==> src/shared/brake_pkg.sv <==
// Package: register map, field layouts, reset values and timing for brake/contactor control
package brake_pkg;

    // ------------------------------------------------------------
    // Register byte addresses
    // ------------------------------------------------------------
    localparam logic [7:0] SERVO_FUNC5_ADDR = 8'h00;
    localparam logic [7:0] SPINDLE_FUNC7_ADDR = 8'h04;
    localparam logic [7:0] REGEN_TYPE_ADDR = 8'h08;
    localparam logic [7:0] CONTROL_ADDR = 8'h0c;
    localparam logic [7:0] STATUS_ADDR = 8'h10;

    // ------------------------------------------------------------
    // Field positions
    // ------------------------------------------------------------
    localparam int OUT3_SEL_LSB = 10;
    localparam int ESTOP_EN_LSB = 4;
    localparam int CTRL_SPINDLE_BIT = 0;
    localparam int CTRL_CONTACTOR_BIT = 1;

    // ------------------------------------------------------------
    // Encodings
    // ------------------------------------------------------------
    localparam logic [1:0] OUT3_DISABLED = 2'h0;
    localparam logic [1:0] OUT3_CONTACTOR = 2'h2;
    localparam logic [3:0] ESTOP_DISABLED = 4'h0;
    localparam logic [3:0] ESTOP_ENABLED = 4'h4;

    // ------------------------------------------------------------
    // Reset values
    // ------------------------------------------------------------
    localparam logic [15:0] FUNC_WORD_RST = 16'h0000;
    localparam logic [1:0] CONTROL_RST = 2'h0;

    // ------------------------------------------------------------
    // Timing: delay from torque on to brake release
    // ------------------------------------------------------------
    localparam int CLK_PERIOD_NS = 10;
    localparam int RELEASE_DELAY_NS = 100;
    localparam int RELEASE_DELAY_CYC = (RELEASE_DELAY_NS + CLK_PERIOD_NS - 1) / CLK_PERIOD_NS;

    // ------------------------------------------------------------
    // Sequencer states
    // ------------------------------------------------------------
    typedef enum logic [1:0] {
        ST_HELD = 2'b00,
        ST_POWERING = 2'b01,
        ST_RELEASED = 2'b10
    } brake_state_t;

endpackage : brake_pkg

==> src/logic/brake_contactor_ctrl.sv <==
// Brake relay and contactor output sequencing with APB register access
// Register map, one aligned word each, upper half reads zero:
//   0x00 servo function word, output-three select in bits 11:10
//   0x04 spindle function word, same select field
//   0x08 regenerative resistor type word, stop input enable in bits 7:4
//   0x0c control: bit 0 spindle axis, bit 1 contactor request
//   0x10 status, read only: power, brake, contactor, drop prevention,
//        stop active, sequencer state
// Unmapped offsets read zero and ignore writes.
//
// The brake output is high while the brake is engaged, so a reset leaves
// the brake holding the axis; a lost clock keeps the last brake output.
//
// Implementation choices: the placing of the registers and the APB register port.
`timescale 1ns/1ps

module brake_contactor_ctrl #(
    parameter int RELEASE_DELAY = brake_pkg::RELEASE_DELAY_CYC
) (
    // Clock and reset
    input wire logic clk,
    input wire logic arst_n,
    // APB slave
    input wire logic psel,
    input wire logic penable,
    input wire logic pwrite,
    input wire logic [7:0] paddr,
    input wire logic [31:0] pwdata,
    input wire logic [3:0] pstrb,
    output logic [31:0] prdata,
    output logic pready,
    output logic pslverr,
    // Drive core status and commands
    input wire logic servo_on_cmd,
    input wire logic nc_estop,
    input wire logic torque_on,
    // External emergency stop pin, active low
    input wire logic ext_estop_n,
    // Motor and output pins
    output logic motor_power_en,
    output logic brake_relay_out,
    output logic contactor_out,
    output logic out3_setting_err,
    output logic drop_prevent_en
);

    // ------------------------------------------------------------
    // State
    // ------------------------------------------------------------
    typedef struct packed {
        logic [15:0] servo_word;
        logic [15:0] spindle_word;
        logic [15:0] regen_word;
        logic [1:0] control;
        logic [1:0] estop_sync;
        brake_pkg::brake_state_t state;
        logic [15:0] count;
        logic motor_power;
        logic brake;
        logic contactor;
        logic drop_prevent;
        logic [31:0] rdata;
    } state_t;

    state_t cur_r;
    state_t cur_nxt;

    // ------------------------------------------------------------
    // Helpers
    // ------------------------------------------------------------
    function automatic logic [15:0] merge16(input logic [15:0] old, input logic [31:0] wd,
                                            input logic [3:0] be);
        logic [15:0] res;
        res = old;
        if (be[0]) begin
            res[7:0] = wd[7:0];
        end
        if (be[1]) begin
            res[15:8] = wd[15:8];
        end
        return res;
    endfunction : merge16

    function automatic logic [1:0] out3_field(input logic [15:0] w);
        return w[brake_pkg::OUT3_SEL_LSB +: 2];
    endfunction : out3_field

    // ------------------------------------------------------------
    // Decoded settings and stop state
    // ------------------------------------------------------------
    logic [1:0] sel;
    logic estop_enabled;
    logic estop_active;
    logic wr_en;
    logic rd_en;

    assign sel = cur_r.control[brake_pkg::CTRL_SPINDLE_BIT] ? out3_field(cur_r.spindle_word)
                                                         : out3_field(cur_r.servo_word);
    // Only code 4 enables the pin; any other value leaves it ignored
    assign estop_enabled = cur_r.regen_word[brake_pkg::ESTOP_EN_LSB +: 4]
                           == brake_pkg::ESTOP_ENABLED;
    assign estop_active = nc_estop || (estop_enabled && !cur_r.estop_sync[1]);
    assign wr_en = psel && penable && pwrite;
    assign rd_en = psel && !penable && !pwrite;

    // ------------------------------------------------------------
    // Next-state logic
    // ------------------------------------------------------------
    always_comb begin
        cur_nxt = cur_r;
        // The stop pin is asynchronous; only the second stage is read
        cur_nxt.estop_sync = {cur_r.estop_sync[0], ext_estop_n};

        // ------------------------------------------------------------
        // Register writes, taken in the access phase
        // ------------------------------------------------------------
        if (wr_en) begin
            if (paddr == brake_pkg::SERVO_FUNC5_ADDR) begin
                cur_nxt.servo_word = merge16(cur_r.servo_word, pwdata, pstrb);
            end else if (paddr == brake_pkg::SPINDLE_FUNC7_ADDR) begin
                cur_nxt.spindle_word = merge16(cur_r.spindle_word, pwdata, pstrb);
            end else if (paddr == brake_pkg::REGEN_TYPE_ADDR) begin
                cur_nxt.regen_word = merge16(cur_r.regen_word, pwdata, pstrb);
            end else if (paddr == brake_pkg::CONTROL_ADDR) begin
                if (pstrb[0]) begin
                    cur_nxt.control = pwdata[1:0];
                end
            end
        end

        // ------------------------------------------------------------
        // Read data
        // ------------------------------------------------------------
        // Captured in setup so it is stable in the access phase
        if (rd_en) begin
            cur_nxt.rdata = 32'h0000_0000;
            if (paddr == brake_pkg::SERVO_FUNC5_ADDR) begin
                cur_nxt.rdata = {16'h0000, cur_r.servo_word};
            end else if (paddr == brake_pkg::SPINDLE_FUNC7_ADDR) begin
                cur_nxt.rdata = {16'h0000, cur_r.spindle_word};
            end else if (paddr == brake_pkg::REGEN_TYPE_ADDR) begin
                cur_nxt.rdata = {16'h0000, cur_r.regen_word};
            end else if (paddr == brake_pkg::CONTROL_ADDR) begin
                cur_nxt.rdata = {30'h0000_0000, cur_r.control};
            end else if (paddr == brake_pkg::STATUS_ADDR) begin
                cur_nxt.rdata = {24'h00_0000, 1'b0, cur_r.state, estop_active,
                                 cur_r.drop_prevent, cur_r.contactor, cur_r.brake,
                                 cur_r.motor_power};
            end
        end

        // ------------------------------------------------------------
        // Drop prevention
        // ------------------------------------------------------------
        // Only for emergency stops, never for servo OFF
        cur_nxt.drop_prevent = estop_active;

        // ------------------------------------------------------------
        // Brake sequencer
        // ------------------------------------------------------------
        // Brake = 1 means engaged. Power comes up first; the brake lets go
        // only after torque has stood for the full release delay.
        case (cur_r.state)
            brake_pkg::ST_HELD: begin
                cur_nxt.brake = 1'b1;
                cur_nxt.motor_power = 1'b0;
                cur_nxt.count = 16'h0000;
                if (servo_on_cmd && !estop_active) begin
                    cur_nxt.motor_power = 1'b1;
                    cur_nxt.state = brake_pkg::ST_POWERING;
                end
            end
            brake_pkg::ST_POWERING: begin
                if (!servo_on_cmd || estop_active) begin
                    cur_nxt.motor_power = 1'b0;
                    cur_nxt.state = brake_pkg::ST_HELD;
                end else if (torque_on) begin
                    // Wait for torque to be present before letting go
                    if (cur_r.count >= 16'(RELEASE_DELAY - 1)) begin
                        cur_nxt.brake = 1'b0;
                        cur_nxt.state = brake_pkg::ST_RELEASED;
                    end else begin
                        cur_nxt.count = cur_r.count + 16'h0001;
                    end
                end else begin
                    cur_nxt.count = 16'h0000;
                end
            end
            brake_pkg::ST_RELEASED: begin
                // Power and brake change together; no drop prevention here
                if (!servo_on_cmd || estop_active || !torque_on) begin
                    cur_nxt.motor_power = 1'b0;
                    cur_nxt.brake = 1'b1;
                    cur_nxt.state = brake_pkg::ST_HELD;
                end
            end
            default: begin
                cur_nxt.state = brake_pkg::ST_HELD;
                cur_nxt.brake = 1'b1;
                cur_nxt.motor_power = 1'b0;
            end
        endcase

        // ------------------------------------------------------------
        // Output three
        // ------------------------------------------------------------
        // Contactor only with code 10; prohibited codes keep it off too
        if (sel == brake_pkg::OUT3_CONTACTOR) begin
            cur_nxt.contactor = cur_r.control[brake_pkg::CTRL_CONTACTOR_BIT]
                                && !estop_active;
        end else begin
            cur_nxt.contactor = 1'b0;
        end
    end

    // ------------------------------------------------------------
    // Registers
    // ------------------------------------------------------------
    always_ff @(posedge clk or negedge arst_n) begin
        if (!arst_n) begin
            cur_r.servo_word <= brake_pkg::FUNC_WORD_RST;
            cur_r.spindle_word <= brake_pkg::FUNC_WORD_RST;
            cur_r.regen_word <= brake_pkg::FUNC_WORD_RST;
            cur_r.control <= brake_pkg::CONTROL_RST;
            cur_r.estop_sync <= 2'h3;
            cur_r.state <= brake_pkg::ST_HELD;
            cur_r.count <= 16'h0000;
            cur_r.motor_power <= 1'b0;
            cur_r.brake <= 1'b1;
            cur_r.contactor <= 1'b0;
            cur_r.drop_prevent <= 1'b0;
            cur_r.rdata <= 32'h0000_0000;
        end else begin
            cur_r <= cur_nxt;
        end
    end

    // ------------------------------------------------------------
    // Outputs
    // ------------------------------------------------------------
    assign prdata = cur_r.rdata;
    assign pready = 1'b1;
    assign pslverr = 1'b0;
    assign motor_power_en = cur_r.motor_power;
    assign brake_relay_out = cur_r.brake;
    assign contactor_out = cur_r.contactor;
    assign out3_setting_err = (sel != brake_pkg::OUT3_DISABLED)
                              && (sel != brake_pkg::OUT3_CONTACTOR);
    assign drop_prevent_en = cur_r.drop_prevent;

endmodule : brake_contactor_ctrl

==> config.mk <==
export PLATFORM = sky130hd
export DESIGN_NAME = brake_contactor_ctrl
export DESIGN_NICKNAME = d
export VERILOG_FILES = /design/src/shared/brake_pkg.sv /design/src/logic/brake_contactor_ctrl.sv
export SDC_FILE = /design/constraint.sdc
export NUM_CORES = 1
export LEC_CHECK = 0
export ABC_AREA = 1
export BUFFER_PORTS_ARGS = -buffer_cell sky130_fd_sc_hd__buf_4
export CAP_MARGIN = 30
export CORE_AREA = 8 8 123 125
export CTS_CLUSTER_SIZE = 12
export DETAILED_ROUTE_END_ITERATION = 6
export DIE_AREA = 0 0 131 133
export GPL_TIMING_DRIVEN = 0
export PLACE_DENSITY = 0.65
export REMOVE_ABC_BUFFERS = 1
export SLEW_MARGIN = 0
export SYNTH_ARGS = -nofsm -noshare
export SYNTH_HDL_FRONTEND = slang
export SYNTH_SLANG_ARGS = --single-unit
export TNS_END_PERCENT = 100
==> constraint.sdc <==
create_clock -name clk -period 1.8 [get_ports clk]
set_input_delay 0.18 -clock clk [delete_from_list [all_inputs] [get_ports clk]]
set_output_delay 0.18 -clock clk [all_outputs]
set_load 0.005 [all_outputs]
==> impl_metrics.yaml, run 1 <==
cts:
  cts_sinks: 90
  clk_latency_ns: 0.34
  cts_buffers: 9
  h-tree-depth: 3
  cts_tree: "built"
  cts_root_buf: "clkbuf_16"
  cts.clk_slew.worst_paths_ns: 0.07
  cts_max_path_buffers: 2
sta:
  fin_ws_ns: 0.167
  rsz0062_at_grt: "false"
  setup-tns-final_ns: 0
  slew_viol_final: 0
  hold_viol_final: 0
  holdWs_ns: 0.116
  worst_pin_slew_ns: 0.750
  fin_crit_sh_pct: 90.7
  setup_violations: 0
  skew_ns: 0.00919
  fin_crit_ns: 1.63
  slew_headroom_pct: 49.9
  max_freq_mhz: 612
pwr:
  ir_drop_mv: 0.411
  power_frac_seq_pct: 49.3
  comb_power_share_pct: 9.0
  p_clk_share_pct: 41.7
  finalPower_mw: 4.31
  swShare_pct: 24.9
  p_int_mw: 3.23
  power_switching_mw: 1.07
  power.leakage_nw: 2.61
  p_per_area_nw_per_um2: 828
global_route:
  globalRouteOverflowTotal: 0
  grt_max_degree: 66
  grt_util_met3_pct: 3.37
  grt_pass1_vias: 3511
  met1_usage_pct: 15.3
  use_met2_pct: 20.6
  grt_use_total_pct: 12.4
  grt_pass1_wl_um: 17100
  busiest_layer: "met2"
  antenna_found_initial: 0
drt:
  routed_via_density: 4.65
  ant_nets: 0
  routed_wl_um: 10300
  num_vias: 3501
  firstDrtPassIters: 5
  drt_iter0_markers: 249
  wire_per_inst_um: 13.7
  drc_errors: 0
setup_path:
  path_buf_inv: 2
  crit_family: "simple AND/OR/NAND/NOR gates"
  required_ns: 2.02
  cp_common_cell: "nand2_1"
  slowest_stage: "dfrtp_1"
  critPathArrivalTime_ns: 1.86
  cp_cell_sequence: "inv_1, ha_1, nor2_1, nand2_1, nand2_1, nand3_1, nand2_1, nand3_2, inv_4, nor2_1"
  end_kind: "register"
  critical_path.startpoint_type: "register"
  worst-path-max-fanout: 12
  setup.worst_path.class: "reg -> reg"
  ff2ff_setup_slack_ns: 0.17
  max_stage_delay_ns: 0.42
placed_design:
  numPortBuffers: 55
  placed_area_um2: 4880
  hpwlAfterDp_um: 7380
  dp_cells: 734
  place_ws_ns: -0.233
  gp_congestion: 0.826
cells_and_area:
  stdcell_area_um2: 5200
  utilization_pct: 39.7
  syn_to_final_growth_pct: 15.1
  num-nets-final: 628
  n_antenna_cell: 0
  layout_common_cells: "137 x nand2_1, 87 x dfrtp_1, 59 x nor2_1"
  instances_no_fill: 753
  drive_gt1_share_pct: 22.7
  mostFrequentLayoutCell: "nand2_1"
  fillers: 1312
floorplan:
  start_util_pct: 34.5
  coreArea_um2: 13100
  io_pins: 92
  die-area_um2: 17400
  num_rows: 42
  fp.dieH_um: 133
  die_w_um: 131
yosys:
  synth_top_area_share_pct: 48.2
  yosysWarnings: 0
  synth-seq-cells: 90
  yosys.area.top_type: "dfrtp_1"
  synth_area_um2: 4520
  yosysUniqueCellTypes: 34
  synthArstFlopShare_pct: 100
  netlist_instances: 532
  ys_top_cells_by_area: "dfrtp_1 48%, nand2_1 11%, buf_4 5.7%"
  synth_enable_flop_cells: 0
  yosysSeqAreaShare_pct: 50.0
  synth_ff_type: "dfrtp_1"
  avgSynthCellArea_um2: 8.49
min_path:
  hp-class: "in -> reg"
outcome:
  status: "completed"
flow_run:
  drv_cap: 0
[Yosys cell counts (all sizes together), types with 2 or more instances]
cell,number
o21ai,57
conb,2
inv,58
nand3,23
nor3,4
ha,3
dfrtp,87
a31oi,9
nand2,150
nand4,6
a21oi,11
nor2,68
dfstp,3
clkinv,2
buf,45
[worst paths after layout]
path,start,to,cells past startpoint
min in group asynchronous,arst_n,cur_r[36],2
max in group asynchronous,arst_n,brake_relay_out,3
hold / removal,pwdata[8],cur_r[82],3
setup reg to reg,cur_r[37],cur_r[48],10
hold reg to reg,cur_nxt[55],cur_r[55],0
setup / recovery,cur_r[37],cur_r[48],10
[power by group through the flow]
stage / combinational, mW / sequential (mW) / clock (mW)
floorplan: 0.157 / 2.15 / 0
global route: 0.439 / 2.13 / 1.92
CTS: 0.391 / 2.12 / 1.83
finish: 0.387 / 2.12 / 1.80
global placement: 0.366 / 2.16 / 0
detailed placement: 0.386 / 2.16 / 0
[state kept, by name (all words and copies together) (netlist names)]
| register | cells |
|---|---|
| brake_relay_out | 1 |
| prdata | 16 |
| drop_prevent_en | 1 |
| cur_r | 69 |
| motor_power_en | 1 |
| contactor_out | 1 |
| cur_nxt | 1 |
[layer usage]
metal	part of all wire (%)	vias to the layer above
li1	-	1711
met5	0	-
met4	1.0	0
met1	43	1678
met3	7.1	10
met2	49	102
[kinds of logic after synthesis]
kind of cell	after synthesis	share of synthesized area (%)
buf+inv	106	13.1
other cells	2	0.166
mux	1	0.222
fa+ha+maj	3	0.831
simple gates	252	25.5
compound gates	78	10.3
flops	90	50.0
[cell type report]
class,count,area (µm²),area share [%]
Sequential cell,90,2260,43.4
Multi-Input combinational cell,352,1730,33.3
Tap cell,176,220,4.24
Inverter,60,236,4.55
Clock inverter,6,48.8,0.939
Timing Repair Buffer,59,468,9.00
Clock buffer,10,239,4.60
[what timing repair did]
item / 4_1_cts / 5_1_grt
endpoints found under the setup margin: 0 / 17
hold buffers: 2 / 0
hold endpoints to repair: 24 / 0
gates resized for setup: 0 / 2
setup buffers: 0 / 1
[worst reg2reg max path, delay by kind of cell, from the launching register on]
family | cells | cell delay (ns)
flops | 1 | 0.42
simple gates | 7 | 0.68
fa+ha+maj | 1 | 0.18
buf+inv | 2 | 0.25
Note: power is estimated with default switching activity, not from simulation.
==> run 2: changes to the inputs <==
Settings changed: CORE_AREA 8 8 123 125 to 5 5 120 122, DIE_AREA 0 0 131 133 to 0 0 125 127.
==> impl_metrics.yaml, run 2 (synthesized netlist as in run 1, its figures left out) <==
cells_and_area:
  syn_to_final_growth_pct: 16.2
  n_antenna_cell: 0
  top_register: "cur_r"
  stdcell_area_um2: 5250
  utilization_pct: 40.1
  mostFrequentLayoutCell: "nand2_1"
  largest_reg_flops: 69
  num-nets-final: 629
  drive_gt1_share_pct: 22.7
  layout_common_cells: "137 x nand2_1, 87 x dfrtp_1, 59 x nor2_1"
placed_design:
  placed_area_um2: 4880
  gp_congestion: 0.793
  numPortBuffers: 55
  hpwlAfterDp_um: 7110
  place_ws_ns: -0.263
drt:
  drt_iter0_markers: 233
  wire_per_inst_um: 13.2
  routed_via_density: 4.55
  drc_errors: 0
  num_vias: 3433
  firstDrtPassIters: 4
  ant_nets: 0
  routed_wl_um: 9960
sta:
  fin_ws_ns: 0.253
  fin_crit_ns: 1.55
  holdWs_ns: 0.123
  slew_viol_final: 0
  worst_pin_slew_ns: 0.752
  rsz0062_at_grt: "false"
  hold_viol_final: 0
  setup_violations: 0
  setup-tns-final_ns: 0
  slew_headroom_pct: 49.7
  max_freq_mhz: 646
  fin_crit_sh_pct: 86.0
  skew_ns: 0.00665
floorplan:
  die-area_um2: 15900
  num_rows: 42
  start_util_pct: 34.5
  coreArea_um2: 13100
  die_w_um: 125
  io_pins: 92
  fp.dieH_um: 127
setup_path:
  reg2reg_depth: 10
  worst-path-max-fanout: 12
  critical_path.startpoint_type: "register"
  worstReg2RegEnd: "cur_r[46]"
  end_kind: "register"
  ff2ff_setup_slack_ns: 0.25
  crit_end: "cur_r[46]"
  cp-startpoint: "cur_r[37]"
  setup.worst_path.class: "reg -> reg"
  required_ns: 2.02
  reg2reg_from: "cur_r[37]"
  critPathArrivalTime_ns: 1.77
cts:
  cts.clk_slew.worst_paths_ns: 0.06
  clk_latency_ns: 0.34
  cts_tree: "built"
  cts_buffers: 9
  h-tree-depth: 3
  cts_max_path_buffers: 2
  cts_sinks: 90
  cts_root_buf: "clkbuf_16"
pwr:
  swShare_pct: 22.9
  ir_drop_mv: 0.507
  power.leakage_nw: 2.64
  p_per_area_nw_per_um2: 858
  comb_power_share_pct: 8.6
  p_int_mw: 3.47
  power_frac_seq_pct: 47.2
  power_switching_mw: 1.03
  p_clk_share_pct: 44.3
min_path:
  hold_depth: 3
  hp-class: "in -> reg"
global_route:
  grt_use_total_pct: 13.4
  grt_pass1_wl_um: 17400
  antenna_found_initial: 0
  grt_pass1_vias: 3560
  grt_max_degree: 62
  globalRouteOverflowTotal: 0
outcome:
  status: "completed"
flow_run:
  drv_cap: 0
## run 2: cell types whose count changed in the layout (fill, tap and decap cells not counted)
cell / previous run / this run
bufinv_16: 0 / 2
clkinvlp_4: 3 / 2
buf_12: 0 / 1
inv_8: 1 / 0
clkbuf_1: 0 / 1
clkbuf_8: 1 / 0
## run 2: how the worst min path moves through the flow
stage,from,end,slack [ns]
global route,pwdata[12],cur_r[86],0.13
floorplan,arst_n,contactor_out,-0.12
finish,pwdata[12],cur_r[86],0.12
CTS,pwdata[12],cur_r[86],0.11
detailed placement,arst_n,cur_r[36],0.14
global placement,ext_estop_n,cur_nxt[55],0.30
## run 2: power by group through the flow
stage | clock (mW) | sequential, mW | combinational (mW)
floorplan | 0 | 2.15 | 0.157
global placement | 0 | 2.16 | 0.366
detailed placement | 0 | 2.16 | 0.383
CTS | 2.05 | 2.12 | 0.388
global route | 2.13 | 2.13 | 0.442
finish | 1.99 | 2.12 | 0.386
## run 2: cell type report
cell class              instances  area [µm²]
multi-input cells             352        1730
flip-flops and latches         90        2260
clock inverters                 6        90.1
inverters                      60         236
repair buffers                 60         488
well taps                     176         220
clock buffers                  10         229
fillers                      1300        7840
## run 2: through the flow
stage          power (mW)  instances
2_1_floorplan        2.31        502
3_3_place_gp         2.52        733
3_5_place_dp         2.54        734
4_1_cts              4.56        752
5_1_grt              4.70        754
6_report             4.50        754
## run 2: what timing repair did
action                     in CTS  in global routing
hold endpoints to repair       28                  0
buffers inserted                0                  2
gates resized for setup         0                  2
hold buffers                    2                  0
setup endpoints to repair       0                  9
## run 2: critical path, stage by stage, from the launching register on
cell,delay (ns)
dfrtp_1,0.40
inv_1,0.08
ha_1,0.18
nor2_1,0.09
nand2_1,0.06
nand2_1,0.05
nand3_1,0.09
nand2_1,0.12
nand3_2,0.15
inv_4,0.16
nor2_1,0.05
## run 2: per-layer routing
layer	up-vias	GRT usage, %	share of wire [%]
li1	1704	-	-
met1	1631	17.3	45
met2	87	21.7	48
met3	11	4.30	5.2
met4	0	4.08	1.6
met5	-	0	0
==> run 3: changes to the inputs <==
Settings changed: REMOVE_ABC_BUFFERS 1 to not set.
==> impl_metrics.yaml, run 3 (synthesized netlist as in run 1, its figures left out) <==
floorplan:
  die-area_um2: 15900
  coreArea_um2: 13100
  start_util_pct: 34.5
  io_pins: 92
  fp.dieH_um: 127
  die_w_um: 125
  num_rows: 42
drt:
  drt_iter0_markers: 203
  wire_per_inst_um: 13.0
  num_vias: 3589
  drc_errors: 0
  routed_wl_um: 10400
  ant_nets: 0
  firstDrtPassIters: 5
  routed_via_density: 4.50
cts:
  clk_latency_ns: 0.34
  cts_max_path_buffers: 2
  h-tree-depth: 3
  cts_root_buf: "clkbuf_16"
  cts_tree: "built"
  cts_buffers: 9
  cts.clk_slew.worst_paths_ns: 0.06
  cts_sinks: 90
pwr:
  swShare_pct: 22.1
  comb_power_share_pct: 10.5
  power_frac_seq_pct: 46.8
  p_int_mw: 3.53
  p_per_area_nw_per_um2: 814
  p_clk_share_pct: 42.8
  ir_drop_mv: 0.371
  power_switching_mw: 0.999
  power.leakage_nw: 2.87
setup_path:
  max_stage_delay_ns: 0.44
  cp_cell_sequence: "ha_1, nor2_1, nand2_1, nand2_1, nand3_1, nand2_1, nand3_2, inv_2, buf_6, nor2_1"
  end_kind: "register"
  cp_common_cell: "nand2_1"
  setup.worst_path.class: "reg -> reg"
  path_buf_inv: 2
  critPathArrivalTime_ns: 1.85
  reg2reg_from: "cur_r[36]"
  ff2ff_setup_slack_ns: 0.17
  cp-startpoint: "cur_r[36]"
  reg2reg_depth: 10
  cp_num_cells: 10
  crit_end: "cur_r[44]"
  crit_family: "simple AND/OR/NAND/NOR gates"
  required_ns: 2.03
  slowest_stage: "dfrtp_2"
  worstReg2RegEnd: "cur_r[44]"
  worst-path-max-fanout: 10
  critical_path.startpoint_type: "register"
global_route:
  antenna_found_initial: 0
  grt_pass1_vias: 3591
  grt_max_degree: 68
  globalRouteOverflowTotal: 0
  grt_use_total_pct: 13.2
  grt_pass1_wl_um: 17200
sta:
  fin_crit_sh_pct: 90.3
  setup_violations: 0
  setup-tns-final_ns: 0
  max_freq_mhz: 615
  slew_headroom_pct: 66.2
  fin_crit_ns: 1.63
  worst_pin_slew_ns: 0.507
  skew_ns: 0.00710
  rsz0062_at_grt: "false"
  hold_viol_final: 0
  slew_viol_final: 0
placed_design:
  gp_congestion: 0.782
  hpwlAfterDp_um: 7550
  numPortBuffers: 55
cells_and_area:
  n_antenna_cell: 0
  mostFrequentLayoutCell: "nand2_1"
  syn_to_final_growth_pct: 23.3
  utilization_pct: 42.5
  drive_gt1_share_pct: 27.7
  largest_reg_flops: 69
  num-nets-final: 674
  layout_common_cells: "137 x nand2_1, 90 x buf_4, 86 x dfrtp_1"
  top_register: "cur_r"
min_path:
  hp-class: "in -> reg"
outcome:
  status: "completed"
flow_run:
  drv_cap: 0
==> run 3: changes by cell type in the layout (fill, tap and decap cells not counted), sizes merged <==
cell      before  now
buf           58  102
clkbuf        10   13
clkinvlp       2    0
clkinv         4    3
==> run 3: repair_timing <==
item	in CTS	in global routing
endpoints found under the setup margin	0	2
endpoints found under the hold margin	24	0
resized for setup	0	1
hold buffers	2	0
buffers inserted	0	1
==> run 3: worst min path at each step <==
stage	from	to	depth (start not counted)
CTS	pwdata[15]	cur_r[89]	3
global placement	ext_estop_n	cur_nxt[55]	1
floorplan	arst_n	contactor_out	0
finish	pwdata[15]	cur_r[89]	3
detailed placement	arst_n	prdata[15]	1
global route	pwdata[15]	cur_r[89]	3
==> run 3: power by group through the flow <==
stage / clock network, mW / registers (mW) / logic [mW]
global route: 2.05 / 2.12 / 0.532
CTS: 1.97 / 2.12 / 0.480
finish: 1.94 / 2.12 / 0.474
global placement: 0 / 2.15 / 0.458
floorplan: 0 / 2.14 / 0.254
detailed placement: 0 / 2.15 / 0.474
==> run 3: final cells by class <==
type                    instances  area [µm²]
clock buffers                  12         236
clock inverters                 3        65.1
flip-flops and latches         90        2260
repair buffers                 59         468
fillers                      1292        7520
plain buffers                  46         360
multi-input cells             352        1730
inverters                      60         230
well taps                     176         220
==> run 3: worst min-delay path, cell delays in order <==
cell     delay, ns
buf_4         0.08
inv_1         0.05
o21ai_2       0.12
==> run 3: stage by stage <==
stage	hold slack [ns]	area (µm²)	setup slack (ns)	std cells	total power [mW]
2_1_floorplan	-0.116	4580	0.384	548	2.40
3_3_place_gp	0.292	5210	0.245	779	2.61
3_5_place_dp	0.108	5240	0.172	780	2.63
4_1_cts	0.116	5560	0.138	797	4.57
5_1_grt	0.120	5570	0.0192	798	4.71
6_report	0.123	5570	0.174	798	4.53
==> run 3: metal layers <==
| layer | track usage [%] | vias to the layer above | routed length, µm |
|---|---|---|---|
| li1 | - | 1803 | - |
| met1 | 16.2 | 1659 | 4330 |
| met2 | 22.7 | 110 | 5200 |
| met3 | 3.51 | 17 | 633 |
| met4 | 4.59 | 0 | 225 |
| met5 | 0 | - | 0 |
